--- config.mk ---
export PLATFORM = sky130hd
export DESIGN_NAME = mpc_regs
export DESIGN_NICKNAME = d
export VERILOG_FILES = /design/src/design/mpc_pkg.sv /design/src/design/mpc_regs.sv /design/src/design/mpc_gain_apply.sv
export SDC_FILE = /design/constraint.sdc
export NUM_CORES = 1
export LEC_CHECK = 0
export ABC_CLOCK_PERIOD_IN_PS = 2300
export BUFFER_PORTS_ARGS = -buffer_cell sky130_fd_sc_hd__buf_2
export CORE_MARGIN = 4
export CORE_UTILIZATION = 25
export DETAILED_ROUTE_END_ITERATION = 10
export PLACE_DENSITY = 0.51
export SLEW_MARGIN = 20
export SYNTH_ARGS = -nofsm -noshare
export SYNTH_HDL_FRONTEND = slang
export SYNTH_HIERARCHICAL = 1
export SYNTH_SLANG_ARGS = --single-unit
--- constraint.sdc ---
create_clock -name mclk -period 2.3 [get_ports mclk]
set_input_delay 0.115 -clock mclk [delete_from_list [all_inputs] [get_ports mclk]]
set_output_delay 0.115 -clock mclk [all_outputs]
set_load 0.02 [all_outputs]
--- src/design/mpc_pkg.sv ---
// package: register map, field positions and reset values for the mic preamp controls
package mpc_pkg;

  // =====================================================================
  // register offsets (printed offsets are register indices)
  localparam logic [7:0] ADDR_POWER_ONE = 8'h08;
  localparam logic [7:0] ADDR_POWER_TWO = 8'h09;
  localparam logic [7:0] ADDR_POWER_FIVE = 8'h0c;
  localparam logic [7:0] ADDR_PIN_SELECT = 8'h48;
  localparam logic [7:0] ADDR_BIAS_CONTROL = 8'h4a;
  localparam logic [7:0] ADDR_LEFT_GAIN = 8'h50;
  localparam logic [7:0] ADDR_RIGHT_GAIN = 8'h51;

  // =====================================================================
  // field positions
  localparam int BIT_MASTER_ON = 12;
  localparam int BIT_BIAS_ON_P1 = 4;
  localparam int BIT_LEFT_ON_P2 = 8;
  localparam int BIT_RIGHT_ON_P2 = 9;
  localparam int BIT_CH_ON = 15;
  localparam int BIT_CH_SILENCE = 14;
  localparam int BIT_CH_ZC = 13;
  localparam int BIT_UPDATE = 8;
  localparam int GAIN_LSB = 2;
  localparam int GAIN_W = 6;
  localparam int BIT_BIAS_ON = 15;
  localparam int BIT_BIAS_LEVEL = 14;
  localparam int BIT_L_FIRST_POS = 0;
  localparam int BIT_L_NEG = 1;
  localparam int BIT_L_SECOND_POS = 2;
  localparam int BIT_R_FIRST_POS = 8;
  localparam int BIT_R_NEG = 9;
  localparam int BIT_R_SECOND_POS = 10;

  // =====================================================================
  // reset values
  localparam logic [5:0] GAIN_RESET = 6'h10;
  localparam logic [2:0] PINS_RESET = 3'h3;
  localparam logic [15:0] ZERO16 = 16'h0000;

  // one channel's control set
  typedef struct packed {
    logic on;
    logic silence;
    logic zc_gate;
    logic [5:0] pending_gain;
  } mpc_chan_t;

  // analogue-facing per-channel controls
  typedef struct packed {
    logic on;
    logic silence;
    logic first_pos_pin;
    logic neg_pin;
    logic second_pos_pin;
    logic [5:0] gain;
  } mpc_drive_t;

endpackage

--- src/design/mpc_regs.sv ---
// file: mic preamp control register bank, top level
//==========================================================================
// Overview of operation
// - left preamp enable at two addresses
// - right preamp enable at two addresses
// - each preamp enable is one shared flop
// - left pin connects bits 0..2, reset 1,1,0
// - right pin connects bits 8..10, reset 1,1,0
// - left gain bits 7:2, reset 0 dB
// - right gain bits 7:2, reset 0 dB
// - update bit releases both pending gains together
// - zero-cross bit chooses immediate or crossing apply
// - mute bit silences channel; pin connects stay as set
// - one gain covers all selected pins
// - bias enable at two addresses, off is hi-z
// - bias enable is one shared flop
// - bias level select 0.9 or 0.75 supply
// - registers held reset until master enable set
//
// The implementer's own choice: strobed register access.
`timescale 1ns/100ps
module mpc_regs (
  input wire logic mclk,
  input wire logic reset_n,
  input wire logic [7:0] reg_addr,
  input wire logic [15:0] reg_wdata,
  input wire logic reg_wr,
  input wire logic reg_rd,
  output logic [15:0] reg_rdata,
  input wire logic left_zero_cross,
  input wire logic right_zero_cross,
  output mpc_pkg::mpc_drive_t left_drive,
  output mpc_pkg::mpc_drive_t right_drive,
  output logic mic_bias_output_oe_n,
  output logic mic_bias_level_select,
  output logic master_codec_on,
  output logic left_gain_waiting,
  output logic right_gain_waiting
);

  // =====================================================================
  // decode
  function automatic logic hit(input logic [7:0] a, input logic [7:0] b);
    hit = (a == b);
  endfunction

  logic master_codec_on_ff;
  logic hold_reset;
  mpc_pkg::mpc_chan_t left_ff;
  mpc_pkg::mpc_chan_t right_ff;
  logic left_first_pos_pin_connect_ff;
  logic left_neg_pin_connect_ff;
  logic left_second_pos_pin_connect_ff;
  logic right_first_pos_pin_connect_ff;
  logic right_neg_pin_connect_ff;
  logic right_second_pos_pin_connect_ff;
  logic mic_bias_on_ff;
  logic mic_bias_level_select_ff;
  logic gain_update_strobe;
  logic wr_p1;
  logic wr_p2;
  logic wr_p5;
  logic wr_pins;
  logic wr_bias;
  logic wr_left;
  logic wr_right;
  logic [15:0] nxt_rdata;
  logic [15:0] rdata_ff;
  logic [5:0] left_gain;
  logic [5:0] right_gain;

  assign wr_p1 = reg_wr && hit(reg_addr, mpc_pkg::ADDR_POWER_ONE);
  assign wr_p2 = reg_wr && hit(reg_addr, mpc_pkg::ADDR_POWER_TWO);
  assign wr_p5 = reg_wr && hit(reg_addr, mpc_pkg::ADDR_POWER_FIVE);
  assign wr_pins = reg_wr && hit(reg_addr, mpc_pkg::ADDR_PIN_SELECT);
  assign wr_bias = reg_wr && hit(reg_addr, mpc_pkg::ADDR_BIAS_CONTROL);
  assign wr_left = reg_wr && hit(reg_addr, mpc_pkg::ADDR_LEFT_GAIN);
  assign wr_right = reg_wr && hit(reg_addr, mpc_pkg::ADDR_RIGHT_GAIN);

  // =====================================================================
  // master enable, itself outside the held group
  always_ff @(posedge mclk or negedge reset_n) begin
    if (!reset_n) begin
      master_codec_on_ff <= 1'b0;
    end else if (wr_p5) begin
      master_codec_on_ff <= reg_wdata[mpc_pkg::BIT_MASTER_ON];
    end
  end

  // writes while held are dropped, not deferred
  assign hold_reset = !master_codec_on_ff;

  // =====================================================================
  // preamp enables, one flop each behind two addresses
  always_ff @(posedge mclk or negedge reset_n) begin
    if (!reset_n) begin
      left_ff.on <= 1'b0;
      right_ff.on <= 1'b0;
    end else if (hold_reset) begin
      left_ff.on <= 1'b0;
      right_ff.on <= 1'b0;
    end else begin
      if (wr_p2) begin
        left_ff.on <= reg_wdata[mpc_pkg::BIT_LEFT_ON_P2];
        right_ff.on <= reg_wdata[mpc_pkg::BIT_RIGHT_ON_P2];
      end
      if (wr_left) begin
        left_ff.on <= reg_wdata[mpc_pkg::BIT_CH_ON];
      end
      if (wr_right) begin
        right_ff.on <= reg_wdata[mpc_pkg::BIT_CH_ON];
      end
    end
  end

  // =====================================================================
  // gain register fields
  always_ff @(posedge mclk or negedge reset_n) begin
    if (!reset_n) begin
      left_ff.silence <= 1'b0;
      left_ff.zc_gate <= 1'b0;
      left_ff.pending_gain <= mpc_pkg::GAIN_RESET;
      right_ff.silence <= 1'b0;
      right_ff.zc_gate <= 1'b0;
      right_ff.pending_gain <= mpc_pkg::GAIN_RESET;
    end else if (hold_reset) begin
      left_ff.silence <= 1'b0;
      left_ff.zc_gate <= 1'b0;
      left_ff.pending_gain <= mpc_pkg::GAIN_RESET;
      right_ff.silence <= 1'b0;
      right_ff.zc_gate <= 1'b0;
      right_ff.pending_gain <= mpc_pkg::GAIN_RESET;
    end else begin
      if (wr_left) begin
        left_ff.silence <= reg_wdata[mpc_pkg::BIT_CH_SILENCE];
        left_ff.zc_gate <= reg_wdata[mpc_pkg::BIT_CH_ZC];
        left_ff.pending_gain <= reg_wdata[mpc_pkg::GAIN_LSB +: mpc_pkg::GAIN_W];
      end
      if (wr_right) begin
        right_ff.silence <= reg_wdata[mpc_pkg::BIT_CH_SILENCE];
        right_ff.zc_gate <= reg_wdata[mpc_pkg::BIT_CH_ZC];
        right_ff.pending_gain <= reg_wdata[mpc_pkg::GAIN_LSB +: mpc_pkg::GAIN_W];
      end
    end
  end

  // strobe bit is write-only in effect and reads back as zero
  assign gain_update_strobe = !hold_reset && (wr_left || wr_right)
                              && reg_wdata[mpc_pkg::BIT_UPDATE];

  // =====================================================================
  // pin selection
  always_ff @(posedge mclk or negedge reset_n) begin
    if (!reset_n) begin
      {left_second_pos_pin_connect_ff, left_neg_pin_connect_ff,
       left_first_pos_pin_connect_ff} <= mpc_pkg::PINS_RESET;
      {right_second_pos_pin_connect_ff, right_neg_pin_connect_ff,
       right_first_pos_pin_connect_ff} <= mpc_pkg::PINS_RESET;
    end else if (hold_reset) begin
      {left_second_pos_pin_connect_ff, left_neg_pin_connect_ff,
       left_first_pos_pin_connect_ff} <= mpc_pkg::PINS_RESET;
      {right_second_pos_pin_connect_ff, right_neg_pin_connect_ff,
       right_first_pos_pin_connect_ff} <= mpc_pkg::PINS_RESET;
    end else if (wr_pins) begin
      left_first_pos_pin_connect_ff <= reg_wdata[mpc_pkg::BIT_L_FIRST_POS];
      left_neg_pin_connect_ff <= reg_wdata[mpc_pkg::BIT_L_NEG];
      left_second_pos_pin_connect_ff <= reg_wdata[mpc_pkg::BIT_L_SECOND_POS];
      right_first_pos_pin_connect_ff <= reg_wdata[mpc_pkg::BIT_R_FIRST_POS];
      right_neg_pin_connect_ff <= reg_wdata[mpc_pkg::BIT_R_NEG];
      right_second_pos_pin_connect_ff <= reg_wdata[mpc_pkg::BIT_R_SECOND_POS];
    end
  end

  // =====================================================================
  // mic bias
  always_ff @(posedge mclk or negedge reset_n) begin
    if (!reset_n) begin
      mic_bias_on_ff <= 1'b0;
      mic_bias_level_select_ff <= 1'b0;
    end else if (hold_reset) begin
      mic_bias_on_ff <= 1'b0;
      mic_bias_level_select_ff <= 1'b0;
    end else begin
      if (wr_p1) begin
        mic_bias_on_ff <= reg_wdata[mpc_pkg::BIT_BIAS_ON_P1];
      end
      if (wr_bias) begin
        mic_bias_on_ff <= reg_wdata[mpc_pkg::BIT_BIAS_ON];
        mic_bias_level_select_ff <= reg_wdata[mpc_pkg::BIT_BIAS_LEVEL];
      end
    end
  end

  // =====================================================================
  // gain apply, one per channel
  mpc_gain_apply u_left_apply (
    .mclk(mclk),
    .reset_n(reset_n),
    .hold_reset(hold_reset),
    .release_pulse(gain_update_strobe),
    .zc_gate(left_ff.zc_gate),
    .zero_cross(left_zero_cross),
    .pending_gain(left_ff.pending_gain),
    .gain_ff(left_gain),
    .waiting_ff(left_gain_waiting)
  );

  mpc_gain_apply u_right_apply (
    .mclk(mclk),
    .reset_n(reset_n),
    .hold_reset(hold_reset),
    .release_pulse(gain_update_strobe),
    .zc_gate(right_ff.zc_gate),
    .zero_cross(right_zero_cross),
    .pending_gain(right_ff.pending_gain),
    .gain_ff(right_gain),
    .waiting_ff(right_gain_waiting)
  );

  // =====================================================================
  // read back, data in the cycle after the strobe only
  always_comb begin
    nxt_rdata = mpc_pkg::ZERO16;
    case (reg_addr)
      mpc_pkg::ADDR_POWER_ONE: begin
        nxt_rdata[mpc_pkg::BIT_BIAS_ON_P1] = mic_bias_on_ff;
      end
      mpc_pkg::ADDR_POWER_TWO: begin
        nxt_rdata[mpc_pkg::BIT_LEFT_ON_P2] = left_ff.on;
        nxt_rdata[mpc_pkg::BIT_RIGHT_ON_P2] = right_ff.on;
      end
      mpc_pkg::ADDR_POWER_FIVE: begin
        nxt_rdata[mpc_pkg::BIT_MASTER_ON] = master_codec_on_ff;
      end
      mpc_pkg::ADDR_PIN_SELECT: begin
        nxt_rdata[mpc_pkg::BIT_L_FIRST_POS] = left_first_pos_pin_connect_ff;
        nxt_rdata[mpc_pkg::BIT_L_NEG] = left_neg_pin_connect_ff;
        nxt_rdata[mpc_pkg::BIT_L_SECOND_POS] = left_second_pos_pin_connect_ff;
        nxt_rdata[mpc_pkg::BIT_R_FIRST_POS] = right_first_pos_pin_connect_ff;
        nxt_rdata[mpc_pkg::BIT_R_NEG] = right_neg_pin_connect_ff;
        nxt_rdata[mpc_pkg::BIT_R_SECOND_POS] = right_second_pos_pin_connect_ff;
      end
      mpc_pkg::ADDR_BIAS_CONTROL: begin
        nxt_rdata[mpc_pkg::BIT_BIAS_ON] = mic_bias_on_ff;
        nxt_rdata[mpc_pkg::BIT_BIAS_LEVEL] = mic_bias_level_select_ff;
      end
      mpc_pkg::ADDR_LEFT_GAIN: begin
        nxt_rdata[mpc_pkg::BIT_CH_ON] = left_ff.on;
        nxt_rdata[mpc_pkg::BIT_CH_SILENCE] = left_ff.silence;
        nxt_rdata[mpc_pkg::BIT_CH_ZC] = left_ff.zc_gate;
        nxt_rdata[mpc_pkg::GAIN_LSB +: mpc_pkg::GAIN_W] = left_ff.pending_gain;
      end
      mpc_pkg::ADDR_RIGHT_GAIN: begin
        nxt_rdata[mpc_pkg::BIT_CH_ON] = right_ff.on;
        nxt_rdata[mpc_pkg::BIT_CH_SILENCE] = right_ff.silence;
        nxt_rdata[mpc_pkg::BIT_CH_ZC] = right_ff.zc_gate;
        nxt_rdata[mpc_pkg::GAIN_LSB +: mpc_pkg::GAIN_W] = right_ff.pending_gain;
      end
      default: begin
        nxt_rdata = mpc_pkg::ZERO16;
      end
    endcase
  end

  always_ff @(posedge mclk or negedge reset_n) begin
    if (!reset_n) begin
      rdata_ff <= mpc_pkg::ZERO16;
    end else if (reg_rd) begin
      rdata_ff <= nxt_rdata;
    end else begin
      rdata_ff <= mpc_pkg::ZERO16;
    end
  end

  assign reg_rdata = rdata_ff;

  // =====================================================================
  // analogue-facing outputs; one gain word drives every selected pin
  always_comb begin
    left_drive.on = left_ff.on;
    left_drive.silence = left_ff.silence;
    left_drive.first_pos_pin = left_first_pos_pin_connect_ff;
    left_drive.neg_pin = left_neg_pin_connect_ff;
    left_drive.second_pos_pin = left_second_pos_pin_connect_ff;
    left_drive.gain = left_gain;
    right_drive.on = right_ff.on;
    right_drive.silence = right_ff.silence;
    right_drive.first_pos_pin = right_first_pos_pin_connect_ff;
    right_drive.neg_pin = right_neg_pin_connect_ff;
    right_drive.second_pos_pin = right_second_pos_pin_connect_ff;
    right_drive.gain = right_gain;
  end

  // enable low drives the bias pin; high leaves it floating
  assign mic_bias_output_oe_n = !mic_bias_on_ff;
  assign mic_bias_level_select = mic_bias_level_select_ff;
  assign master_codec_on = master_codec_on_ff;

endmodule

--- src/design/mpc_gain_apply.sv ---
// file: one channel's gain release and zero-cross gated apply
`timescale 1ns/100ps
module mpc_gain_apply (
  input wire logic mclk,
  input wire logic reset_n,
  input wire logic hold_reset,
  input wire logic release_pulse,
  input wire logic zc_gate,
  input wire logic zero_cross,
  input wire logic [5:0] pending_gain,
  output logic [5:0] gain_ff,
  output logic waiting_ff
);

  // =====================================================================
  // zero crossing capture
  logic zero_cross_ff;
  logic [5:0] held_gain_ff;
  logic nxt_waiting;

  always_ff @(posedge mclk or negedge reset_n) begin
    if (!reset_n) begin
      zero_cross_ff <= 1'b0;
    end else begin
      zero_cross_ff <= zero_cross;
    end
  end

  // =====================================================================
  // apply
  always_comb begin
    nxt_waiting = waiting_ff;
    if (release_pulse) begin
      nxt_waiting = zc_gate;
    end else if (waiting_ff && (zero_cross_ff || !zc_gate)) begin
      nxt_waiting = 1'b0;
    end
  end

  always_ff @(posedge mclk or negedge reset_n) begin
    if (!reset_n) begin
      gain_ff <= mpc_pkg::GAIN_RESET;
      held_gain_ff <= mpc_pkg::GAIN_RESET;
      waiting_ff <= 1'b0;
    end else if (hold_reset) begin
      gain_ff <= mpc_pkg::GAIN_RESET;
      held_gain_ff <= mpc_pkg::GAIN_RESET;
      waiting_ff <= 1'b0;
    end else begin
      waiting_ff <= nxt_waiting;
      if (release_pulse) begin
        held_gain_ff <= pending_gain;
        if (!zc_gate) begin
          gain_ff <= pending_gain;
        end
      end else if (waiting_ff && (zero_cross_ff || !zc_gate)) begin
        // pending may be rewritten before the crossing, so the stored copy is used
        gain_ff <= held_gain_ff;
      end
    end
  end

endmodule

Word-level counts from Yosys, hierarchy flattened

Cells that the tools add are included.
Widths: inputs -> output; s select.

Multipliers: 0
Bitwise logic cells: 0
Divide/modulo/power cells: 0
Shift operators: 0
Reduce and logical (&&, ||, !) cells: 19
Order comparisons: 0
Mux-type cells: 56
Add/sub/neg operators: 0
Equal/unequal tests: 19

Operators by type and width:

| cell               | count |
|---|---|
| $mux 6             | 12 |
| $eq 8x7->1 const B | 4 |
| $mux 8             | 4 |
| $mux 1             | 31 |
| $eq 8x4->1 const B | 3 |
| $mux 16            | 1 |
| $ne 3x1->1 const B | 5 |
| $logic_and 1x1->1  | 11 |
| $ne 2x1->1 const B | 5 |
| $ne 3x3->1 const B | 2 |
| $pmux 1 s3         | 2 |
| $pmux 2 s3         | 1 |
| $pmux 3 s2         | 1 |
| $pmux 1 s2         | 2 |
| $pmux 2 s2         | 1 |
| $reduce_and 2->1   | 2 |
| $logic_not 1->1    | 3 |
| $logic_or 1x1->1   | 3 |
| $mux 2             | 1 |

Word-level logic and storage cells: 120
RAM bits: 0
Input bits: 30
Memory bits (read-only): 0
Output and inout bits: 43
Bits in registers: 71
Memories: 0
Bits in latches: 0

Depth between registers and ports, before layout

Gate-level depths: netlist of run 1.

Depth in word-level cells: 7
Gate-level depth with buffers: 7
Gate-level depth less buffers: 6

Modules after synthesis

Netlist of run 1, hierarchy kept.

Modules (own cells, without submodules):

| module         | sequential area each (um2) | area an instance (um2) | cells each | times used |
|---|---|---|---|---|
| mpc_regs       | 1058.5                     | 1995.7                 | 182        | 1 |
| mpc_gain_apply | 352.8                      | 674.4                  | 52         | 2 |

Worst setup path before layout of run 1

No wires, ideal clock.

Path kind: reg-to-reg
Start point: register master_codec_on_ff (netlist: master_codec_on)
End point: register u_right_apply.gain_ff[0]
Setup slack: 355 ps
Stages on the path, launching flop included: 8
Path buffers: 3
Data required time: 2179 ps
Period minus slack after synthesis: 1945 ps
Arrival: 1824 ps
Setup time: 121 ps
Path through: dfrtp_1 inv_1 clkbuf_1 clkbuf_1 buf_4 nand2b_4 o32ai_4 a22o_1

Longest elaborated chain between the ends: 4
Elaborated cells between the ends (all ways): 7
Classes of those cells: 2 x eq/ne; 2 x mux; 3 x reduce/logical

Ends and longest elaborated chain:

| what                                                        | line                 | source |
|---|---|---|
| start: declaration                                          | mpc_regs.sv:47       | `logic master_codec_on_ff;` |
| start signal: assignment                                    | mpc_regs.sv:86       | `master_codec_on_ff <= reg_wdata[mpc_pkg::BIT_MASTER_ON];` |
| $logic_and 1x1->1                                           | mpc_regs.sv:148      | `assign gain_update_strobe = !hold_reset && (wr_left \|\| wr_right)` |
| $logic_and 1x1->1                                           | mpc_regs.sv:149      | `&& reg_wdata[mpc_pkg::BIT_UPDATE];` |
| $ne 3x3->1 (no line) (tied with other cells)                | --                   |  |
| $reduce_and 2->1 (no line) / $mux 6 (equally long branches) | --                   |  |
| end signal: assignment                                      | mpc_gain_apply.sv:42 | `gain_ff <= mpc_pkg::GAIN_RESET;` |
| end signal: assignment                                      | mpc_gain_apply.sv:46 | `gain_ff <= mpc_pkg::GAIN_RESET;` |
| end signal: assignment                                      | mpc_gain_apply.sv:54 | `gain_ff <= pending_gain;` |
| end: declaration                                            | mpc_gain_apply.sv:11 | `output logic [5:0] gain_ff,` |

Parallel ways exist; a longest one is shown, timed or not.
A chain may end at the register's enable or synchronous reset.

Worst setup path in the final report of run 1

Start point: input reg_addr[2]
End point: register u_left_apply.gain_ff[5]

Longest elaborated chain between the ends: 7
Elaborated cells between the ends (all ways): 12
Classes of those cells: 4 x eq/ne; 2 x mux; 6 x reduce/logical

Ends and longest elaborated chain:

| what                                                        | line                           | source |
|---|---|---|
| start: declaration                                          | mpc_regs.sv:25                 | `input wire logic [7:0] reg_addr,` |
| $eq 8x7->1                                                  | mpc_regs.sv:44                 | `hit = (a == b);` |
| $logic_and 1x1->1 (on tied branches)                        | mpc_regs.sv:77, mpc_regs.sv:78 |  |
| $logic_or 1x1->1 (*)                                        | mpc_regs.sv:148                |  |
| $logic_and 1x1->1 (*)                                       | mpc_regs.sv:148                |  |
| $logic_and 1x1->1 (*)                                       | mpc_regs.sv:149                |  |
| named net gain_update_strobe                                | mpc_regs.sv:59                 | `logic gain_update_strobe;` |
| $ne 3x1->1 (no line) (tied with other cells)                | --                             |  |
| $reduce_and 2->1 (no line) / $mux 6 (equally long branches) | --                             |  |
| end signal: assignment                                      | mpc_gain_apply.sv:42           |  |
| end signal: assignment                                      | mpc_gain_apply.sv:46           |  |
| end signal: assignment                                      | mpc_gain_apply.sv:54           |  |
| end: declaration                                            | mpc_gain_apply.sv:11           |  |

Mark *: on every way through the listed nets, which the timed path passes. The rest lies on a longest branch.

==> results of run 1 <==
[sequential cells by signal (all words and copies together) (netlist names)]
register	cells
u_right_apply/gain_ff	6
right_ff	7
left_second_pos_pin_connect_ff	1
reg_rdata	15
master_codec_on	1
u_right_apply/held_gain_ff	6
u_left_apply/held_gain_ff	6
left_drive	2
u_left_apply/waiting_ff	1
right_neg_pin_connect_ff	1
left_neg_pin_connect_ff	1
u_left_apply/gain_ff	6
mic_bias_on_ff	1
u_right_apply/zero_cross_ff	1
right_drive	2
right_second_pos_pin_connect_ff	1
mic_bias_level_select	1
u_left_apply/zero_cross_ff	1
right_first_pos_pin_connect_ff	1
u_right_apply/waiting_ff	1
left_ff	7
left_first_pos_pin_connect_ff	1
[cell families after synthesis]
group,Yosys count,synth area share (%)
DFF,70,52.75
and+or+nand+nor,91,15.56
other,1,0.1121
AOI/OAI and AO/OA,46,12.31
buffers and inverters,35,6.360
muxes,43,12.91
[what timing repair did]
action	CTS	global route
hold buffers	6	0
buffers inserted	0	0
endpoints found under the hold margin	33	0
[path summary, 6_finish.rpt]
kind                                                from                               to  slack [ns]  cells past startpoint
max in group asynchronous                        reset_n    left_first_pos_pin_connect_ff        1.18                      3
worst min register to register  u_right_apply/gain_ff[4]         u_right_apply/gain_ff[4]        0.49                      2
min in group asynchronous                        reset_n            mic_bias_level_select        0.37                      2
worst max register to register           master_codec_on         u_right_apply/gain_ff[1]        0.64                      6
worst min-delay path                       reg_wdata[10]  right_second_pos_pin_connect_ff        0.03                      3
worst max-delay path                         reg_addr[2]          u_left_apply/gain_ff[5]        0.62                      9
[stage by stage]
| step | total power, mW | hold WS (ns) | cell area, um2 |
|---|---|---|---|
| finish | 3.188 | 0.03105 | 4270 |
| global placement | 1.396 | 0.2169 | 3825 |
| detailed placement | 1.399 | 0.2264 | 3825 |
| floorplan | 1.318 | -0.1806 | 3344 |
| global route | 3.298 | 0.04168 | 4270 |
| CTS | 3.242 | 0.01212 | 4270 |
[layout make-up]
cell class / count / area, um2 / share of cell area [%]
Timing Repair Buffer: 85 / 503.0 / 11.78
Inverter: 8 / 30.03 / 0.7032
Clock buffer: 9 / 225.2 / 5.274
Multi-Input combinational cell: 181 / 1373 / 32.14
Sequential cell: 70 / 1764 / 41.31
Clock inverter: 7 / 160.2 / 3.750
Tap cell: 172 / 215.2 / 5.040
[power breakdown]
group	internal (mW)	switching (mW)	leakage [nW]
combinational	0.0539	0.0880	1.00
clock	1.27	0.533	0.189
sequential	1.24	0.00336	0.939
[worst register-to-register path, delay by kind of cell, from the launching register on]
kind            cells  cell delay (ns)
buf+inv             3             0.59
flops               1             0.38
compound gates      2             0.35
simple gates        1             0.23
[routing by layer]
| metal | vias up | track usage [%] | share of wire (%) |
|---|---|---|---|
| met2 | 54 | 17.71 | 45 |
| met4 | 2 | 4.775 | 1.9 |
| li1 | 1137 | - | - |
| met1 | 1136 | 15.38 | 47 |
| met5 | - | 0 | 0.084 |
| met3 | 14 | 4.133 | 6.0 |
[cell usage in the layout, fill, tap and decap left out, drive strengths merged, types with 3 or more instances in the layout]
| cell | netlist | final |
|---|---|---|
| buf | 20 | 79 |
| dfrtp | 60 | 60 |
| mux2i | 42 | 42 |
| nor2 | 38 | 38 |
| a22o | 22 | 22 |
| nand2 | 12 | 12 |
| dfstp | 10 | 10 |
| clkbuf | 7 | 9 |
| inv | 8 | 8 |
| nor2b | 7 | 7 |
| dlygate4sd3 | 0 | 6 |
| bufinv | 0 | 5 |
| nor3 | 5 | 5 |
| nand2b | 5 | 5 |
| a21oi | 5 | 5 |
| nand3 | 4 | 4 |
| nand4 | 3 | 3 |
| and2 | 3 | 3 |
| a22oi | 3 | 3 |
| nor4b | 3 | 3 |
==> results.yml, run 1 <==
run_status:
  outcome: "finished clean"
cts:
  cts_buffer_depth: 2
  htree_levels: 3
  cts_resized: 0
  clkTransAtPathRegs_ns: 0.06
  clock-root-buffer: "clkbuf_16"
  cts_sinks: 70
  cts_tree: "yes"
  clkLatencyLatePin_ns: 0.34
  numCtsBuffers: 9
place:
  place.detailed.hpwl_mm: 5.861
  gp_congestion: 0.7825
  io_buffers: 70
  dp_slack_ns: 0.2727
  placed_cells: 510
logic_synthesis:
  synthTopCellsByCount: "dfrtp_1, mux2i_1, nor2_1, a22o_1, buf_4"
  avgSynthCellArea_um2: 11.69
  async_flop_share_pct: 100.0
  synth_area_leader_cell: "dfrtp_1"
  syn_nets: 316
  synthDistinctLibCells: 47
  yosys_warnings: 6
  synth_edf_count: 0
  synth_cells: 286
  ys_ff_latch: 70
  ys_seq_area_share_pct: 52.75
  syn-cell-area_mm2: 0.003344
  synth_top_cell_area_share_pct: 44.89
  ys.flop_type: "dfrtp_1"
  synth_area_leaders: "dfrtp_1, mux2i_1, dfstp_2, a22o_1, nor2_1"
  yosysMostFrequentCell: "dfrtp_1"
setup_path:
  cp_slowest_cell: "nor4b_1"
  crit_path_start_kind: "input pin"
  crit_buf_inv: 3
  crit_required_ns: 2.52
  critPathMaxFanout: 34
  max_stage_delay_ns: 0.29
  endpoint_kind: "register"
  path_class: "input pin to register"
  cp_common_cell: "a22o_1"
  worstPathArrival_ns: 1.90
  path_cells: "buf_2 > nor4b_1 > buf_4 > nand2_1 > nor3_2 > buf_12 > nor2b_2 > a22o_1 > a22o_1"
  critPathTopFamily: "simple AND/OR/NAND/NOR gates"
floorplan:
  die-area_mm2: 0.01529
  die_h_um: 123.7
  die_x_um: 123.7
  ios: 73
  rows: 41
  core_area_mm2: 0.01288
  start_util_pct: 25.97
drt:
  num_vias: 2343
  first_pass_iters: 4
  drtIter0Drc: 86
  avgViaCountPerCell: 4.404
  wl_per_cell_um: 15.64
  post-route-drc-count: 0
  postRouteAntennaNets: 0
  wirelength_mm: 8.321
sta:
  tns_ns: 0
  tightest_slew_ns: 0.7131
  finalCritPeriodShare_pct: 72.87
  hold_violations: 0
  skew_ns: 0.004279
  setup_ws_ns: 0.6239
  period_needed_ns: 1.676
  rsz0062_at_grt: "false"
  setup_viol: 0
  max-slew-margin-rel_pct: 52.46
  slew_viol_final: 0
  fmax_mhz: 596.6
grt:
  grt_pass1_vias: 2372
  grt_antenna_before_repair: 1
  grt-ovfl-total: 0
  grt_max_degree: 41
  grt_pass1_wl_mm: 13.52
  grtUsageTotal_pct: 11.76
layout:
  fillers: 1304
  final_util_pct: 33.16
  diodes: 0
  fin_nets: 385
  stdcell_count: 532
  syn_to_final_growth_pct: 27.68
  drive_gt1_share_pct: 33.33
run:
  maxCapViolCount: 0
power_and_ir_drop:
  pwr_density_cell_mw_per_mm2: 746.5
  leakage_nw: 2.129
  irDropWorstVdd_v: 0.0005248
hold_path:
  hold_class: "input pin to register"
Note: power is estimated with default switching activity, not from simulation.
==> inputs of run 2 (changes only) <==
- ABC_CLOCK_PERIOD_IN_PS: 2300 -> 1400
- PLACE_DENSITY: 0.51 -> 0.52
- clock period: 2.3 -> 1.4 ns (I/O delays scaled with it)
==> run 2 against run 1 <==
Against the previous run: the run now ends with negative setup slack left; die area did not move; largest power group unchanged; design area grew 10%; via count is 7.9% higher; largest cell class unchanged; register-to-register slack lost 0.71 ns; critical path type is now register to register; combinational power rose by 120%; clock power increased by 39%; global-route usage up 0.088 points; final cell count rose by 7.7%.
==> results.yml, run 2 (synthesis results as in run 1) <==
cts:
  htree_levels: 3
  cts_buffer_depth: 2
  clkTransAtPathRegs_ns: 0.05
  cts_tree: "yes"
  clkLatencyLatePin_ns: 0.33
  cts_sinks: 70
  clock-root-buffer: "clkbuf_16"
  numCtsBuffers: 9
grt:
  grt-ovfl-total: 0
  grtUsageTotal_pct: 11.85
  grt_pass1_vias: 2624
  grt_pass1_wl_mm: 13.79
  grt_max_degree: 45
  grt_antenna_before_repair: 0
power_and_ir_drop:
  clockPowerShare_pct: 51.7
  leakage_nw: 2.346
  p_switching_mw: 0.9762
  pwr_density_cell_mw_per_mm2: 1032
  p_int_mw: 3.874
  switching_share_pct: 20.13
  irDropWorstVdd_v: 0.0006773
  power_mw: 4.850
  p_comb_share_pct: 6.3
  seqPwrFrac_pct: 42.0
run_status:
  outcome: "complete, but fails checks"
  violations: "negative setup slack"
sta:
  finalCritPeriodShare_pct: 105.3
  hold_violations: 0
  period_needed_ns: 1.474
  tns_ns: -0.7446
  setup_viol: 19
  fmax_mhz: 678.2
  skew_ns: 0.004727
  setup_ws_ns: -0.07441
  finalHoldWorstSlack_ns: 0.02631
  rsz0062_at_grt: "true"
  slew_viol_final: 0
floorplan:
  core_area_mm2: 0.01288
  rows: 41
  ios: 73
  start_util_pct: 25.97
  die-area_mm2: 0.01529
  die_h_um: 123.7
  die_x_um: 123.7
setup_path:
  crit_path_start_kind: "register"
  worstPathArrival_ns: 1.74
  crit_required_ns: 1.67
  path_class: "register to register"
  endpoint_kind: "register"
  crit-reg2reg-launch: "master_codec_on"
  r2r-end: "u_left_apply/gain_ff[1]"
  cp_slowest_cell: "dfrtp_2"
  critPathMaxFanout: 6
  path_cells: "nand3_4 > nor3_4 > buf_6 > clkbuf_16 > o32ai_4 > a22o_1"
  ff2ff_path_depth: 6
  r2r_slack_ns: -0.07
  max_stage_delay_ns: 0.42
layout:
  fin_nets: 426
  design_area_mm2: 0.004698
  syn_to_final_growth_pct: 40.48
  mostFrequentLayoutCells: "buf_2, dfrtp_1, mux2i_1"
  final_common_cell: "buf_2"
  diodes: 0
  fillers: 1282
  drive_gt1_share_pct: 40.65
  multi_input_area_mm2: 0.001448
  regArea_mm2: 0.001765
  largest_reg_flops: 15
hold_path:
  whs_path_depth: 2
  min_from: "reg_addr[2]"
  min_to: "reg_rdata[12]"
  hold_class: "input pin to register"
place:
  dp_slack_ns: -0.3464
  dpl_cell_area_mm2: 0.004120
  place.detailed.hpwl_mm: 6.466
  io_buffers: 70
  gp_congestion: 0.8245
drt:
  routed-wl-met2_mm: 3.929
  top_layer: "met4"
  num_vias: 2528
  post-route-drc-count: 0
  wl_met3_um: 563
  wl_met1_mm: 4.027
  first_pass_iters: 4
  avgViaCountPerCell: 4.412
  postRouteAntennaNets: 0
  drtIter0Drc: 115
  wl_per_cell_um: 15.04
  wirelength_mm: 8.616
run:
  maxCapViolCount: 0
## run 2: changes by cell type in the layout (fill, tap and decap cells not counted), moves of 3 or more
cell and change:
bufinv_16 -3, dlygate4sd3_1 +6, buf_6 +3, clkbuf_8 +3, buf_4 +28
## run 2: how the worst max path moves through the flow
stage                     from                         endpoint  slack, ns  cells after the start
6_report       master_codec_on          u_left_apply/gain_ff[1]      -0.07                      6
5_1_grt        master_codec_on         u_right_apply/gain_ff[0]      -0.14                      6
4_1_cts        master_codec_on          u_left_apply/gain_ff[1]      -0.08                      7
3_5_place_dp       reg_addr[2]  right_second_pos_pin_connect_ff      -0.35                      6
3_3_place_gp       reg_addr[2]  right_second_pos_pin_connect_ff      -0.34                      6
2_1_floorplan      reg_addr[2]   left_second_pos_pin_connect_ff      -0.25                      6
## run 2: worst max-delay path, delay by kind of cell (launching register included)
| family | cells | cell delay [ns] |
|---|---|---|
| flip-flops | 1 | 0.42 |
| buffers and inverters | 2 | 0.27 |
| AO/OA/AOI/OAI | 2 | 0.60 |
| AND/OR/NAND/NOR | 2 | 0.12 |
## run 2: repair_timing
item,in CTS,in global routing
setup buffers,4,0
endpoints found under the hold margin,24,0
setup endpoints to repair,22,29
resized for setup,4,8
pin swaps,0,7
hold buffers,12,0
cloned,1,1
## run 2: cell type report
class,instances,area share [%]
clock buffers,13,5.752
clock inverters,3,1.385
inverters,8,0.6391
multi-input cells,181,30.81
flip-flops and latches,70,37.58
well taps,172,4.581
repair buffers,126,19.25
## run 2: through the flow
stage / std cells / utilization (%)
final: 573 / 36.49
after global routing: 573 / 36.49
after CTS: 572 / 36.06
after detailed placement: 539 / 32.00
after global placement: 539 / 32.00
after floorplan: 286 / -
## run 2: routing by layer
| metal | GRT usage (%) | vias to the layer above |
|---|---|---|
| met4 | 4.083 | 0 |
| li1 | - | 1231 |
| met3 | 3.906 | 8 |
| met2 | 17.91 | 64 |
| met1 | 15.91 | 1225 |
| met5 | 0 | - |
## run 2: power by group through the flow
stage	Clock [mW]	Sequential [mW]	Combinational (mW)
finish	2.51	2.04	0.306
global route	2.68	2.04	0.340
CTS	2.59	2.04	0.310
detailed placement	0	2.07	0.279
global placement	0	2.07	0.276
floorplan	0	2.07	0.113
